==> src/hdl/pmg_pkg.sv <==
// Package: register map, field layout, keys and timing for the parameter gateway
package pmg_pkg;
  // Register indices; byte address is four times the index
  localparam logic [7:0] PMG_IDX_WIN0 = 8'h00;
  localparam logic [7:0] PMG_IDX_STATUS = 8'h08;
  localparam logic [7:0] PMG_IDX_OPMODE = 8'h09;
  localparam logic [7:0] PMG_IDX_CONFIG = 8'h0D;
  localparam logic [7:0] PMG_IDX_BASE = 8'h0E;
  localparam logic [7:0] PMG_IDX_IRQ = 8'h40;
  localparam logic [7:0] PMG_IDX_KEYH = 8'hAC;
  localparam logic [7:0] PMG_IDX_KEYL = 8'hAD;
  // Field positions
  localparam int PMG_CFG_MODE_LSB = 4;
  localparam int PMG_CFG_DIR_BIT = 3;
  localparam int PMG_IRQ_WRITE_BIT = 5;
  localparam int PMG_IRQ_BURN_BIT = 6;
  localparam int PMG_STAT_VALID_BIT = 3;
  // Field codes and reset values
  localparam logic [1:0] PMG_GW_OFF = 2'h0;
  localparam logic [1:0] PMG_GW_ON = 2'h1;
  localparam logic [1:0] PMG_OP_ACTIVE = 2'h0;
  localparam logic [1:0] PMG_OP_SLEEP = 2'h2;
  localparam logic [2:0] PMG_BURN_LIMIT = 3'h4;
  // Burn unlock sequence values
  localparam logic [7:0] PMG_KEY_HIGH = 8'h62;
  localparam logic [7:0] PMG_KEY_LOW = 8'h9D;
  localparam logic [7:0] PMG_BURN_ARM = 8'hA5;
  localparam logic [7:0] PMG_BURN_GO = 8'h5A;
  // Memory geometry
  localparam logic [6:0] PMG_MEM_LAST = 7'h7F;
  localparam logic [2:0] PMG_BURST_LAST = 3'h7;
  // Sleep-mode apply delay
  localparam int PMG_CLK_MHZ = 125;
  localparam int PMG_SLEEP_APPLY_MS = 30;
  localparam int PMG_SLEEP_APPLY_CYC = PMG_SLEEP_APPLY_MS * 1000 * PMG_CLK_MHZ;
  // Engine states, Gray along load, idle, sleep wait, commit path
  typedef enum logic [2:0] {
    PMG_LOAD = 3'h1,
    PMG_IDLE = 3'h0,
    PMG_SLEEP_WAIT = 3'h2,
    PMG_COMMIT = 3'h3,
    PMG_BURN = 3'h6
  } pmg_state_t;
  // Factory default contents, an arbitrary fixed pattern
  function automatic logic [7:0] pmg_factory_byte(input logic [6:0] addr);
    pmg_factory_byte = {1'b0, addr} ^ 8'h5A;
  endfunction : pmg_factory_byte
endpackage : pmg_pkg

==> src/hdl/pmg_byte_mem.sv <==
// 128 x 8 byte memory, one synchronous write port and one combinational read port
`timescale 1ns/100ps
module pmg_byte_mem (
  // Clock
  input wire logic core_clk_i,
  // Write port
  input wire logic we_i,
  input wire logic [6:0] waddr_i,
  input wire logic [7:0] wdata_i,
  // Read port
  input wire logic [6:0] raddr_i,
  output logic [7:0] rdata_o
);
  logic [7:0] mem [0:127];

  // Contents are not reset; owners track validity themselves
  always_ff @(posedge core_clk_i)
  begin
    if (we_i)
    begin
      mem[waddr_i] <= wdata_i;
    end
  end

  // Unregistered read keeps the bus answer to one wait state
  assign rdata_o = mem[raddr_i];
endmodule : pmg_byte_mem

==> src/hdl/pmg_gateway.sv <==
// Parameter memory gateway with burst access, keyed burn and reload, on APB
//
// Overview of operation
// (RULE1) Write bursts accepted in every operating mode
// (RULE2) Host moves data in eight-byte bursts
// (RULE3) Write burst: gateway on, direction zero
// (RULE4) Host then writes eight-aligned window base
// (RULE5) Window bytes 0-7 land at base+offset
// (RULE6) Host ends burst writing zero to 5:3
// (RULE7) Sixteen bursts cover whole memory
// (RULE8) Host waits interrupt, or 30 ms asleep
// (RULE9) Applied burst sets bit 5, interrupt
// (RULE10) Sleep: delayed apply, no completion interrupt
// (RULE11) Reading interrupt source clears bit 5
// (RULE12) Read burst: gateway on, direction one
// (RULE13) Read burst returns base+0 to base+7
// (RULE14) Burn only complete data, three effective
// (RULE15) Host burns only in Active or Doze
// (RULE16) Burn completion sets bit 6, interrupt
// (RULE17) After reset, stored parameters reload shadow
// (RULE18) Burn count readable in status 2:0
// (RULE19) Initially zero count, factory defaults loaded
// (RULE20) Burns count up; fourth forces factory
// (RULE21) Host writes both burn keys first
// (RULE22) Burn starts after A5 then 5A
// (RULE23) Mode 01 on, others off
// (RULE24) Status bit 3 flags stored validity
// (RULE25) Burst bytes held, committed atomically
`timescale 1ns/100ps
module pmg_gateway
  import pmg_pkg::*;
#(
  parameter int unsigned SLEEP_APPLY_CYC = PMG_SLEEP_APPLY_CYC
) (
  // Clock and resets
  input wire logic core_clk_i,
  input wire logic srst_i,
  input wire logic factory_restore_i,
  // APB slave
  input wire logic psel_i,
  input wire logic penable_i,
  input wire logic pwrite_i,
  input wire logic [11:0] paddr_i,
  input wire logic [31:0] pwdata_i,
  output logic [31:0] prdata_o,
  output logic pready_o,
  output logic pslverr_o,
  // Interrupt pin, active low
  output logic interrupt_out_n_o
);
  pmg_state_t state;
  logic [6:0] cnt;
  logic [31:0] dly;
  logic sleep_apply;
  logic [1:0] gw_mode;
  logic gw_read;
  logic [3:0] base_slot;
  logic [1:0] op_mode;
  logic [7:0] hold [0:7];
  logic hold_dirty;
  logic commit_req;
  logic burn_req;
  logic [1:0] key_step;
  logic [2:0] burn_counter;
  logic stored_params_valid;
  logic irq_write;
  logic irq_burn;
  logic [7:0] idx;
  logic addr_ok;
  logic acc;
  logic fire;
  logic wr;
  logic [7:0] wbyte;
  logic gw_on;
  logic set_write;
  logic set_burn;
  logic clr_irq;
  logic next_irq_write;
  logic next_irq_burn;
  logic sh_we;
  logic [6:0] sh_waddr;
  logic [7:0] sh_wdata;
  logic [6:0] sh_raddr;
  logic [7:0] sh_rdata;
  logic [7:0] nv_rdata;
  logic [31:0] rd_mux;

  // Bus decode; one wait state, effects only at the completing edge
  assign idx = paddr_i[9:2];
  assign addr_ok = (paddr_i[1:0] == 2'h0) && (paddr_i[11:10] == 2'h0) &&
    ((idx[7:3] == 5'h00) || (idx == PMG_IDX_STATUS) || (idx == PMG_IDX_OPMODE) ||
     (idx == PMG_IDX_CONFIG) || (idx == PMG_IDX_BASE) || (idx == PMG_IDX_IRQ) ||
     (idx == PMG_IDX_KEYH) || (idx == PMG_IDX_KEYL));
  assign acc = psel_i && penable_i && !pready_o;
  assign fire = psel_i && penable_i && pready_o;
  assign wr = fire && pwrite_i && addr_ok;
  assign wbyte = pwdata_i[7:0];
  // (RULE23) only code 01 opens gateway
  assign gw_on = (gw_mode == PMG_GW_ON);

  // Shadow and stored parameter memories
  pmg_byte_mem u_shadow (
    .core_clk_i(core_clk_i),
    .we_i(sh_we),
    .waddr_i(sh_waddr),
    .wdata_i(sh_wdata),
    .raddr_i(sh_raddr),
    .rdata_o(sh_rdata)
  );
  pmg_byte_mem u_stored (
    .core_clk_i(core_clk_i),
    .we_i(state == PMG_BURN),
    .waddr_i(cnt),
    .wdata_i(sh_rdata),
    .raddr_i(cnt),
    .rdata_o(nv_rdata)
  );

  // Shadow write source follows the engine state
  always_comb
  begin
    sh_we = 1'b0;
    sh_waddr = cnt;
    sh_wdata = 8'h00;
    sh_raddr = {base_slot, idx[2:0]};
    if (state == PMG_LOAD)
    begin
      sh_we = 1'b1;
      // (RULE24) invalid store falls back to factory
      sh_wdata = stored_params_valid ? nv_rdata : pmg_factory_byte(cnt);
    end
    else if (state == PMG_COMMIT)
    begin
      // (RULE5) byte lands at base plus offset
      sh_we = 1'b1;
      sh_waddr = {base_slot, cnt[2:0]};
      sh_wdata = hold[cnt[2:0]];
    end
    else if (state == PMG_BURN)
    begin
      sh_raddr = cnt;
    end
  end

  // APB handshake and read data; status and bus error registered
  always_ff @(posedge core_clk_i)
  begin
    if (srst_i)
    begin
      pready_o <= 1'b0;
      pslverr_o <= 1'b0;
      prdata_o <= 32'h0000_0000;
    end
    else
    begin
      pready_o <= acc;
      pslverr_o <= acc && !addr_ok;
      if (acc && !pwrite_i)
      begin
        prdata_o <= addr_ok ? rd_mux : 32'h0000_0000;
      end
    end
  end

  // Read mux; reserved bits read zero
  always_comb
  begin
    rd_mux = 32'h0000_0000;
    if (idx[7:3] == 5'h00)
    begin
      // (RULE13) read burst returns shadow bytes
      rd_mux[7:0] = (gw_on && gw_read) ? sh_rdata : hold[idx[2:0]];
    end
    else if (idx == PMG_IDX_STATUS)
    begin
      // (RULE18) count and validity visible
      rd_mux[3:0] = {stored_params_valid, burn_counter};
    end
    else if (idx == PMG_IDX_OPMODE)
    begin
      rd_mux[1:0] = op_mode;
    end
    else if (idx == PMG_IDX_CONFIG)
    begin
      rd_mux[5:3] = {gw_mode, gw_read};
    end
    else if (idx == PMG_IDX_BASE)
    begin
      rd_mux[7:0] = {1'b0, base_slot, 3'h0};
    end
    else if (idx == PMG_IDX_IRQ)
    begin
      rd_mux[PMG_IRQ_BURN_BIT] = irq_burn;
      rd_mux[PMG_IRQ_WRITE_BIT] = irq_write;
    end
  end

  // Configuration, window base and operating mode registers
  always_ff @(posedge core_clk_i)
  begin
    if (srst_i)
    begin
      gw_mode <= PMG_GW_OFF;
      gw_read <= 1'b0;
      base_slot <= 4'h0;
      op_mode <= PMG_OP_ACTIVE;
    end
    else if (wr)
    begin
      if (idx == PMG_IDX_CONFIG)
      begin
        gw_mode <= wbyte[PMG_CFG_MODE_LSB +: 2];
        gw_read <= wbyte[PMG_CFG_DIR_BIT];
      end
      if (idx == PMG_IDX_BASE)
      begin
        // Low three bits dropped so the base is always eight-aligned
        base_slot <= wbyte[6:3];
      end
      if (idx == PMG_IDX_OPMODE)
      begin
        op_mode <= wbyte[1:0];
      end
    end
  end

  // Burst holding registers, one per window byte
  genvar g;
  generate
    for (g = 0; g < 8; g++)
    begin : g_hold
      always_ff @(posedge core_clk_i)
      begin
        if (srst_i)
        begin
          hold[g] <= 8'h00;
        end
        // (RULE1) accepted whatever the operating mode
        else if (wr && (idx == 8'(g)) && gw_on && !gw_read)
        begin
          hold[g] <= wbyte;
        end
      end
    end
  endgenerate

  // Commit request raised by the terminating configuration write
  always_ff @(posedge core_clk_i)
  begin
    if (srst_i)
    begin
      hold_dirty <= 1'b0;
      commit_req <= 1'b0;
    end
    else
    begin
      // (RULE25) commit only on closing write
      if (wr && (idx == PMG_IDX_CONFIG) && gw_on && !gw_read && hold_dirty &&
          (wbyte[PMG_CFG_MODE_LSB +: 2] != PMG_GW_ON))
      begin
        commit_req <= 1'b1;
        hold_dirty <= 1'b0;
      end
      else if (wr && (idx[7:3] == 5'h00) && gw_on && !gw_read)
      begin
        hold_dirty <= 1'b1;
      end
      if ((state == PMG_IDLE) && commit_req)
      begin
        commit_req <= 1'b0;
      end
    end
  end

  // Burn unlock tracker; any other write to a mapped register breaks the sequence
  always_ff @(posedge core_clk_i)
  begin
    if (srst_i)
    begin
      key_step <= 2'h0;
      burn_req <= 1'b0;
    end
    else
    begin
      if (wr)
      begin
        key_step <= 2'h0;
        if ((idx == PMG_IDX_KEYH) && (wbyte == PMG_KEY_HIGH))
        begin
          key_step <= 2'h1;
        end
        else if ((idx == PMG_IDX_KEYL) && (wbyte == PMG_KEY_LOW) && (key_step == 2'h1))
        begin
          key_step <= 2'h2;
        end
        else if ((idx == PMG_IDX_BASE) && (wbyte == PMG_BURN_ARM) && (key_step == 2'h2))
        begin
          key_step <= 2'h3;
        end
        // (RULE22) full four-write sequence starts burn
        else if ((idx == PMG_IDX_BASE) && (wbyte == PMG_BURN_GO) && (key_step == 2'h3))
        begin
          burn_req <= 1'b1;
        end
      end
      if ((state == PMG_IDLE) && !commit_req && burn_req)
      begin
        burn_req <= 1'b0;
      end
    end
  end

  // Engine: reload, burst commit, sleep delay and burn
  always_ff @(posedge core_clk_i)
  begin
    if (srst_i)
    begin
      // (RULE17) every functional reset reloads the shadow
      state <= PMG_LOAD;
      cnt <= 7'h00;
      dly <= 32'h0000_0000;
      sleep_apply <= 1'b0;
    end
    else
    begin
      unique case (state)
        PMG_IDLE:
        begin
          cnt <= 7'h00;
          dly <= 32'h0000_0000;
          if (commit_req)
          begin
            sleep_apply <= (op_mode == PMG_OP_SLEEP);
            state <= (op_mode == PMG_OP_SLEEP) ? PMG_SLEEP_WAIT : PMG_COMMIT;
          end
          else if (burn_req)
          begin
            state <= PMG_BURN;
          end
        end
        PMG_LOAD,
        PMG_BURN:
        begin
          cnt <= cnt + 7'h01;
          if (cnt == PMG_MEM_LAST)
          begin
            state <= PMG_IDLE;
          end
        end
        PMG_SLEEP_WAIT:
        begin
          // (RULE10) sleep apply is deferred
          dly <= dly + 32'h0000_0001;
          if (dly >= SLEEP_APPLY_CYC - 1)
          begin
            state <= PMG_COMMIT;
          end
        end
        PMG_COMMIT:
        begin
          cnt <= cnt + 7'h01;
          if (cnt[2:0] == PMG_BURST_LAST)
          begin
            state <= PMG_IDLE;
          end
        end
      endcase
    end
  end

  // Burn counter and validity survive the functional reset
  always_ff @(posedge core_clk_i)
  begin
    if (factory_restore_i)
    begin
      // (RULE19) fresh part: zero count, factory
      burn_counter <= 3'h0;
      stored_params_valid <= 1'b0;
    end
    else if (set_burn)
    begin
      // (RULE20) count up, fourth burn forces factory
      if (burn_counter != PMG_BURN_LIMIT)
      begin
        burn_counter <= burn_counter + 3'h1;
      end
      stored_params_valid <= (burn_counter < PMG_BURN_LIMIT - 3'h1);
    end
  end

  // Interrupt sources: a set in the clearing cycle wins
  assign set_write = (state == PMG_COMMIT) && (cnt[2:0] == PMG_BURST_LAST) && !sleep_apply;
  assign set_burn = (state == PMG_BURN) && (cnt == PMG_MEM_LAST);
  assign clr_irq = fire && !pwrite_i && (idx == PMG_IDX_IRQ);
  // (RULE11) reading source register clears it
  assign next_irq_write = (irq_write && !clr_irq) || set_write;
  assign next_irq_burn = (irq_burn && !clr_irq) || set_burn;

  // Sticky bits and the pin come from flops, pin low while any bit set
  always_ff @(posedge core_clk_i)
  begin
    if (srst_i)
    begin
      irq_write <= 1'b0;
      irq_burn <= 1'b0;
      interrupt_out_n_o <= 1'b1;
    end
    else
    begin
      // (RULE9) applied burst flags completion
      irq_write <= next_irq_write;
      // (RULE16) finished burn flags completion
      irq_burn <= next_irq_burn;
      interrupt_out_n_o <= !(next_irq_write || next_irq_burn);
    end
  end

  // Assertions
  property p_pin_tracks;
    @(posedge core_clk_i) disable iff (srst_i)
    interrupt_out_n_o == !(irq_write || irq_burn);
  endproperty
  a_pin_tracks: assert property (p_pin_tracks) else $error("pin disagrees"); // (RULE9)
  property p_commit_irq;
    @(posedge core_clk_i) disable iff (srst_i)
    (state == PMG_COMMIT) && (cnt[2:0] == PMG_BURST_LAST) && !sleep_apply |=>
      irq_write && !interrupt_out_n_o && (state == PMG_IDLE);
  endproperty
  a_commit_irq: assert property (p_commit_irq) else $error("no write irq"); // (RULE9)
  property p_sleep_quiet;
    @(posedge core_clk_i) disable iff (srst_i)
    (state == PMG_SLEEP_WAIT) ##1 (state == PMG_COMMIT) |-> ##8 !$rose(irq_write);
  endproperty
  a_sleep_quiet: assert property (p_sleep_quiet) else $error("sleep irq"); // (RULE10)
  property p_read_clears;
    @(posedge core_clk_i) disable iff (srst_i)
    clr_irq && !set_write |=> !irq_write;
  endproperty
  a_read_clears: assert property (p_read_clears) else $error("not cleared"); // (RULE11)
  property p_status_read;
    @(posedge core_clk_i) disable iff (srst_i)
    acc && !pwrite_i && (idx == PMG_IDX_STATUS) |=>
      prdata_o[3:0] == {$past(stored_params_valid), $past(burn_counter)};
  endproperty
  a_status_read: assert property (p_status_read) else $error("bad status"); // (RULE18)
  property p_burn_done;
    @(posedge core_clk_i) disable iff (srst_i)
    set_burn && (burn_counter < PMG_BURN_LIMIT) |=>
      irq_burn && (burn_counter == $past(burn_counter) + 3'h1);
  endproperty
  a_burn_done: assert property (p_burn_done) else $error("burn end"); // (RULE16)
  property p_fourth_burn;
    @(posedge core_clk_i) disable iff (srst_i)
    set_burn && (burn_counter == PMG_BURN_LIMIT - 3'h1) |=>
      !stored_params_valid && (burn_counter == PMG_BURN_LIMIT);
  endproperty
  a_fourth_burn: assert property (p_fourth_burn) else $error("no fallback"); // (RULE20)
  property p_reset_load;
    @(posedge core_clk_i) disable iff (srst_i)
    $past(srst_i) |-> (state == PMG_LOAD) && (cnt == 7'h00);
  endproperty
  a_reset_load: assert property (p_reset_load) else $error("no reload"); // (RULE17)
  property p_factory_src;
    @(posedge core_clk_i) disable iff (srst_i)
    (state == PMG_LOAD) && !stored_params_valid |-> sh_wdata == pmg_factory_byte(cnt);
  endproperty
  a_factory_src: assert property (p_factory_src) else $error("bad source"); // (RULE24)
  property p_commit_map;
    @(posedge core_clk_i) disable iff (srst_i)
    (state == PMG_COMMIT) |-> sh_we && (sh_waddr[2:0] == cnt[2:0]) && (sh_waddr[6:3] == base_slot);
  endproperty
  a_commit_map: assert property (p_commit_map) else $error("bad map"); // (RULE5)
  property p_burn_start;
    @(posedge core_clk_i) disable iff (srst_i)
    wr && (idx == PMG_IDX_BASE) && (wbyte == PMG_BURN_GO) && (key_step == 2'h3) |=> burn_req;
  endproperty
  a_burn_start: assert property (p_burn_start) else $error("burn missed"); // (RULE22)
  property p_win_read;
    @(posedge core_clk_i) disable iff (srst_i)
    acc && !pwrite_i && (idx[7:3] == 5'h00) && gw_on && gw_read |=>
      prdata_o[7:0] == $past(sh_rdata);
  endproperty
  a_win_read: assert property (p_win_read) else $error("bad window"); // (RULE13)
  c_commit: cover property (@(posedge core_clk_i) disable iff (srst_i) set_write);
  c_burn: cover property (@(posedge core_clk_i) disable iff (srst_i) set_burn);
  c_sleep: cover property (@(posedge core_clk_i) disable iff (srst_i) state == PMG_SLEEP_WAIT);
  c_clear: cover property (@(posedge core_clk_i) disable iff (srst_i) clr_irq && irq_write);
endmodule : pmg_gateway

==> config.mk <==
export PLATFORM = sky130hd
export DESIGN_NAME = pmg_gateway
export DESIGN_NICKNAME = d
export VERILOG_FILES = /design/src/hdl/pmg_pkg.sv /design/src/hdl/pmg_byte_mem.sv /design/src/hdl/pmg_gateway.sv
export SDC_FILE = /design/constraint.sdc
export NUM_CORES = 2
export LEC_CHECK = 0
export ABC_AREA = 1
export BUFFER_PORTS_ARGS = -buffer_cell sky130_fd_sc_hd__buf_2
export CELL_PAD_IN_SITES_DETAIL_PLACEMENT = 1
export CELL_PAD_IN_SITES_GLOBAL_PLACEMENT = 1
export CORE_UTILIZATION = 30
export DETAILED_ROUTE_END_ITERATION = 10
export GPL_TIMING_DRIVEN = 0
export PLACE_DENSITY = 0.5
export SYNTH_ARGS = -nofsm -noshare
export SYNTH_HDL_FRONTEND = slang
export SYNTH_HIERARCHICAL = 1
export SYNTH_SLANG_ARGS = --single-unit
==> constraint.sdc <==
create_clock -name core_clk_i -period 4.24 [get_ports core_clk_i]
set_input_delay 0.424 -clock core_clk_i [delete_from_list [all_inputs] [get_ports core_clk_i]]
set_output_delay 0.424 -clock core_clk_i [all_outputs]
set_load 0.02 [all_outputs]
Word level (Yosys, flattened, before mapping). Memory sizes are Yosys's and may differ from the RTL's. A register that Yosys moved wholly into a read port is not among the register bits. Index checks and enable logic that the tools add are counted.

Input bits: 50. Word-level logic and storage cells: 248. Output and inout port bits: 35. Bits in latches: 0. ROM bits: 0. Memory bits (writable): 2112. Memories: 3. Flip-flop bits (word level): 98.

Equality and inequality tests: 35. Bitwise logic cells: 12. Div/mod/pow operators: 0. Multiplexer cells: 77. $mul: 0. Reductions and logical operators: 96. $add $sub $neg: 3. Magnitude comparators: 2. Shifts and indexed selects: 0.

Memories: u_shadow.mem (words 128, width 8, rd ports 1, clocked after memory_dff 0, wr ports 1, RTL line pmg_byte_mem.sv:14) `logic [7:0] mem [0:127];`; u_stored.mem (words 128, width 8, rd ports 1, clocked after memory_dff 1, wr ports 1, RTL line pmg_byte_mem.sv:14); hold (words 8, width 8, rd ports 2, clocked after memory_dff 1, wr ports 8, RTL line pmg_gateway.sv:59) `logic [7:0] hold [0:7];`.

Operators with widths (number): 8-bit two-way mux (14); 32-bit case mux with 2 select lines (1); 1-bit logical AND (59); 7-bit two-way mux (7); 1-bit two-way mux (34); 32-bit by 1-bit adder with 32-bit output (second input constant) (1); 8-bit by 3-bit equality test with 1-bit output (second input constant) (4); 8-bit by 4-bit equality test with 1-bit output (second input constant) (4); 8-bit equality test (second input constant) (4); 32-bit by 22-bit greater-or-equal comparator with 1-bit output (second input constant) (1); 3-bit two-way mux (9); 8-bit by 7-bit equality test with 1-bit output (second input constant) (3); 8-bit by 2-bit equality test with 1-bit output (second input constant) (2); 7-bit case mux with 2 select lines (1); 2-bit two-way mux (6); 3-bit case mux with 4 select lines (1); 1-bit logical OR (10); 5-bit two-way mux (2); 2-bit AND reduction (5); 8-bit by 1-bit equality test with 1-bit output (second input constant) (1); 1-bit logical NOT (8); 8-bit logical NOT (1); 4-bit two-way mux (2); 1-bit bitwise OR (8); other kinds (22) (37).

Depth between registers and ports, before layout.
Depth after elaboration: 17. Gate-level depth with buffers: 24.

Modules after synthesis. Netlist, hierarchy kept.

Modules (own cells, without submodules): pmg_byte_mem (area each 41944.0 um2, seq. area each 30749.5 um2, instances 2, cells an instance 3567); pmg_gateway (area each 8599.5 um2, seq. area each 3463.3 um2, instances 1, cells an instance 1214).

Worst setup path before layout. No wires, ideal clock.

Path kind: register to register. Start point: register state[2]. End point: register prdata_o[6]. Data required time: 4108 ps. Arrival time: 4105 ps. Setup slack: 3 ps. Clock period less this slack: 4237 ps. Path buffers: 4. Stages on the path, launching flop included: 23. Cells stage by stage: dfxtp_1 nand3_1 clkbuf_1 o21ai_0 buf_6 inv_8 buf_6 buf_4 nand2_1 nand3_1 nand3_1 nand3_1 nand2_1 nand2_1 nand3_1 nand2_1 nand2_1 nand2_1 or2_2 nand3_1 nand2_1 nand3_1 a21oi_1.

Cells in the longest elaborated chain, start to end: 8. Elaborated cells on any way between the ends: 10. Those cells by class: eq/ne: 3; mux: 6; memory: 1.

RTL lines: start, declared (RTL line pmg_gateway.sv:51) `pmg_state_t state;`; start signal, assigned (RTL line pmg_gateway.sv:334) `state <= (op_mode == PMG_OP_SLEEP) ? PMG_SLEEP_WAIT : PMG_COMMIT;`; 3-bit equality test (RTL line pmg_gateway.sv:139) `else if (state == PMG_BURN)`; 7-bit two-way mux (RTL line pmg_gateway.sv:139); 7-bit two-way mux (RTL line pmg_gateway.sv:132) `else if (state == PMG_COMMIT)`; 7-bit two-way mux (*) (RTL line pmg_gateway.sv:126) `if (state == PMG_LOAD)`; via sh_raddr[0] (RTL line pmg_gateway.sv:83) `logic [6:0] sh_raddr;`; memory read 128 x 8 bit (*); via sh_rdata[6] (RTL line pmg_gateway.sv:84) `logic [7:0] sh_rdata;`; 8-bit two-way mux (*) (RTL line pmg_gateway.sv:172) `rd_mux[7:0] = (gw_on && gw_read) ? sh_rdata : hold[idx[2:0]];`; 8-bit two-way mux (*) (RTL line pmg_gateway.sv:169) `if (idx[7:3] == 5'h00)`; 8-bit two-way mux (*) (RTL line pmg_gateway.sv:160) `prdata_o <= addr_ok ? rd_mux : 32'h0000_0000;`; end signal, assigned (RTL line pmg_gateway.sv:160); end, declared (RTL line pmg_gateway.sv:45) `output logic [31:0] prdata_o,`.

The timed path passes the listed nets; every way through them passes the cells marked *. A chain may end at the register's enable or synchronous reset.

Worst setup path in the final report.
Start point: register state[0]. End point: memory u_shadow.mem[4][7] (enable).

Cells in the longest elaborated chain, start to end: 5. Elaborated cells on any way between the ends: 8. Those cells by class: eq/ne: 2; mux: 6.

RTL lines: 3-bit by 2-bit equality test with 1-bit output (RTL line pmg_gateway.sv:132); 1-bit two-way mux (RTL line pmg_gateway.sv:132); 1-bit two-way mux (*) (RTL line pmg_gateway.sv:126); via sh_we (RTL line pmg_gateway.sv:80) `logic sh_we;`; 1-bit two-way mux (*) (RTL line pmg_byte_mem.sv:19) `if (we_i)`; 1-bit two-way mux (implied by the code) (*) (RTL line pmg_byte_mem.sv:21) `mem[waddr_i] <= wdata_i;`; end, declared (RTL line pmg_byte_mem.sv:14).

Marked as above.

==> summary.txt <==
Logic synthesis
  • Complex-gate fraction of the synthesized area: 1.17%
  • Netlist Area Pre-Place: 0.0925 mm2
  • Yosys warns: 6
  • Synth area leaders: edfxtp_1, nand2_1, nand3_1, nor2_1, dfxtp_1
  • Post-synthesis sequential area ratio: 70.2%
  • Post-synth EDFFs: 2112
  • Yosys cell types: 47
  • Most common cell in the netlist: nand2_1
  • Simple-gate share of the synthesized area: 24.4%
  • Synthesized area per cell: 11.1 um2
  • Post-synth top flop: edfxtp_1
  • Adder-cell share of the synthesized area: 0.0676%
  • Synth top area share: 68.6%
  • Mux contribution to synthesized area: 0%
  • Commonest cells in the synthesized netlist: nand2_1, edfxtp_1, nand3_1
  • Register bit total from synthesis: 2189
  • Largest family of logic cells by synthesized area: simple AND/OR/NAND/NOR gates
  • Ys async rst share: 0%
  • Xor/xnor share of the synthesized area: 0.0473%
  • Post-Syn Instances: 8348
  • Yosys top cell by area: edfxtp_1

Detailed routing
  • Drt wl/cell: 29.1 um
  • Vias per inst: 5.21
  • Residual DRC count: 0
  • Pre-antenna DRT Iters: 5
  • Via count: 68300
  • Drt initial violations: 6328
  • Routed wire length: 382000 um
  • Routed Antenna Nets: 0

Placed design
  • HPWL after DPL: 266000 um
  • GPL Wtd Cong: 0.887
  • Placed Cells: 12500
  • Port buffer count: 33

Setup path
  • CP endpoint kind: register
  • CP Data Arrival Time: 5.04 ns
  • Required time of the critical path: 4.74 ns
  • CP Class: register to register
  • Critical Path Source Type: register
  • Critical path fanouts, max: 10

Cells and area
  • Layout cells sized above 1: 13.7%
  • Layout area overhead: 19.1%
  • Final nets: 8863
  • Layout fillers: 33500
  • Util after Layout: 36.0%
  • Final Non-Filler Cells: 13100

Job
  • Maxcap violations: 9

Timing
  • Fin crit period: 4.54 ns
  • Final period util: 107%
  • Fmax: 220 MHz
  • Final TNS setup: -54.45 ns
  • Final Max Tran Viols: 97
  • Worst Skew: 0.0475 ns
  • # setup viols final: 653
  • Max-Slew Margin vs Limit: -12.5%
  • Worst Tran Pin Value: 1.69 ns
  • RSZ-0062 raised after global routing: yes
  • Final Hold Viols: 0
  • Fin worst setup slack: -0.298 ns

Clock network
  • Cts bufs inserted: 263
  • H-tree levels: 5
  • Cell chosen for the clock root: clkbuf_16
  • CTS tree: built
  • Clk buf depth: 4
  • Clk slew on worst S/H paths: 0.06 ns
  • CTS sink count: 2189
  • Worst-skew pair later-pin latency: 0.89 ns

Floorplanning
  • Die Wd: 557 um
  • IO Pins: 85
  • Core area: 0.306 mm2
  • Full die area: 0.311 mm2
  • Row count: 203
  • Die Y: 557 um
  • Initial Utilization: 30.2%

Power and ir drop
  • Power density over the cells: 604 mW/mm2
  • Pwr Total: 66.6 mW
  • P_leak: 39.3 nW
  • VDD IR-drop max: 0.345 mV

GRT
  • GRT Overall Usage: 24.0%
  • First-pass GRT wire length: 526000 um
  • Pin count of the biggest net entering global routing: 75
  • Antenna violations before repair: 19
  • Vias in the first global route: 67600
  • GRT overflow: 0

Hold path
  • HP Class: primary input to register

Status
  • Failing checks: max-capacitance violations, max-slew violations, negative setup slack
  • Status: complete, but fails checks
## path summary, 6_finish.rpt
check	endpoint	slack, ns	cells after the start	start
min reg2reg	prdata_o[5]	0.47	2	prdata_o[5]
max	u_shadow/mem[4][7]	-0.30	9	state[0]
min	key_step[0]	0.09	6	paddr_i[10]
max reg2reg	u_shadow/mem[4][7]	-0.30	9	state[0]
## registers in the layout, summed over array words and instances, names as in the netlist, 3 cells and up, named ones only
register and cells:
base_slot 4, dly 32, u_stored/mem 1024, hold 64, state 3, u_shadow/mem 1024, burn_counter 3, prdata_o 8
cnt 7
## worst max-delay path, cell delays in order, from the launching register on
cell and delay, ns:
dfxtp_1 0.35, inv_1 0.11, nor2_2 0.37, inv_1 0.21
nor2_4 0.46, clkbuf_2 0.33, o21ai_0 0.37, nor2_1 0.70
nand2_1 0.49, nor2_1 0.73
## routing by layer
layer,GRT usage [%],share of wire (%),vias up
met5,0,0.0071,-
met4,6.63,3.0,4
met3,3.18,5.7,494
met2,38.3,46,2156
met1,34.1,45,35500
li1,-,-,30100
## final cells by class
class	instances	area [um2]	area share, %
antenna	5	12.5	0.0114
buffer	527	3590	3.26
clock buffer	335	7070	6.42
clock inverter	130	1350	1.22
inverter	192	744	0.676
multi-input combinational	5471	25000	22.7
sequential	2189	65000	59.0
tap	4100	5130	4.66
timing repair buffer	164	2300	2.09
## per-stage QoR
stage               instance area, um2  worst slack (ns)  hold slack, ns
finish                          110000            -0.298          0.0932
global route                    110000            -0.340          0.0988
CTS                             109000            -0.183          0.0322
detailed placement               99000             -1.73           0.467
global placement                 97900             -6.08           0.458
floorplan                        92600           0.00282           0.429
## report_power, final
group	internal (mW)	total, mW	switching (mW)
clock	13.2	22.5	9.28
combinational	4.31	18.0	13.6
sequential	26.0	26.1	0.153
total	43.5	66.6	23.1
## timing repair
action	4_1_cts	5_1_grt
cloned	16	3
pin swaps	40	15
buffers inserted	55	15
gates resized for setup	333	173
endpoints found under the hold margin	21	0
hold buffers	11	0
setup endpoints to repair	3137	1798
## cells by family after synthesis
kind of cell    count (synthesis)
simple gates                 5236
xor+xnor                        5
compound gates                193
flops                        2189
fa+ha+maj                       5
buf+inv                       719
other cells                     1
## placed cells by master, fill, tap and decap left out, types with 20 or more instances in the layout
| cell | Yosys | layout |
|---|---|---|
| buf_2 | 246 | 184 |
| a21oi_1 | 76 | 75 |
| nand3_1 | 1937 | 1918 |
| clkinv_1 | 3 | 52 |
| clkbuf_2 | 0 | 25 |
| nor3_1 | 42 | 42 |
| inv_1 | 178 | 177 |
| dfxtp_1 | 77 | 71 |
| edfxtp_1 | 2112 | 2112 |
| o21ai_0 | 83 | 77 |
| bufinv_16 | 0 | 22 |
| conb_1 | 1 | 24 |
| nand2_1 | 2673 | 2638 |
| nor2_1 | 499 | 372 |
| buf_4 | 105 | 197 |
| buf_12 | 0 | 20 |
| buf_16 | 0 | 31 |
| clkbuf_16 | 0 | 274 |
| clkbuf_4 | 1 | 42 |
| buf_6 | 46 | 75 |
| nand2_4 | 5 | 25 |
| nor2_2 | 28 | 102 |
| clkinv_2 | 1 | 36 |
| clkbuf_1 | 101 | 127 |
| nor2_4 | 0 | 53 |
(Power assumes the default switching activity.)
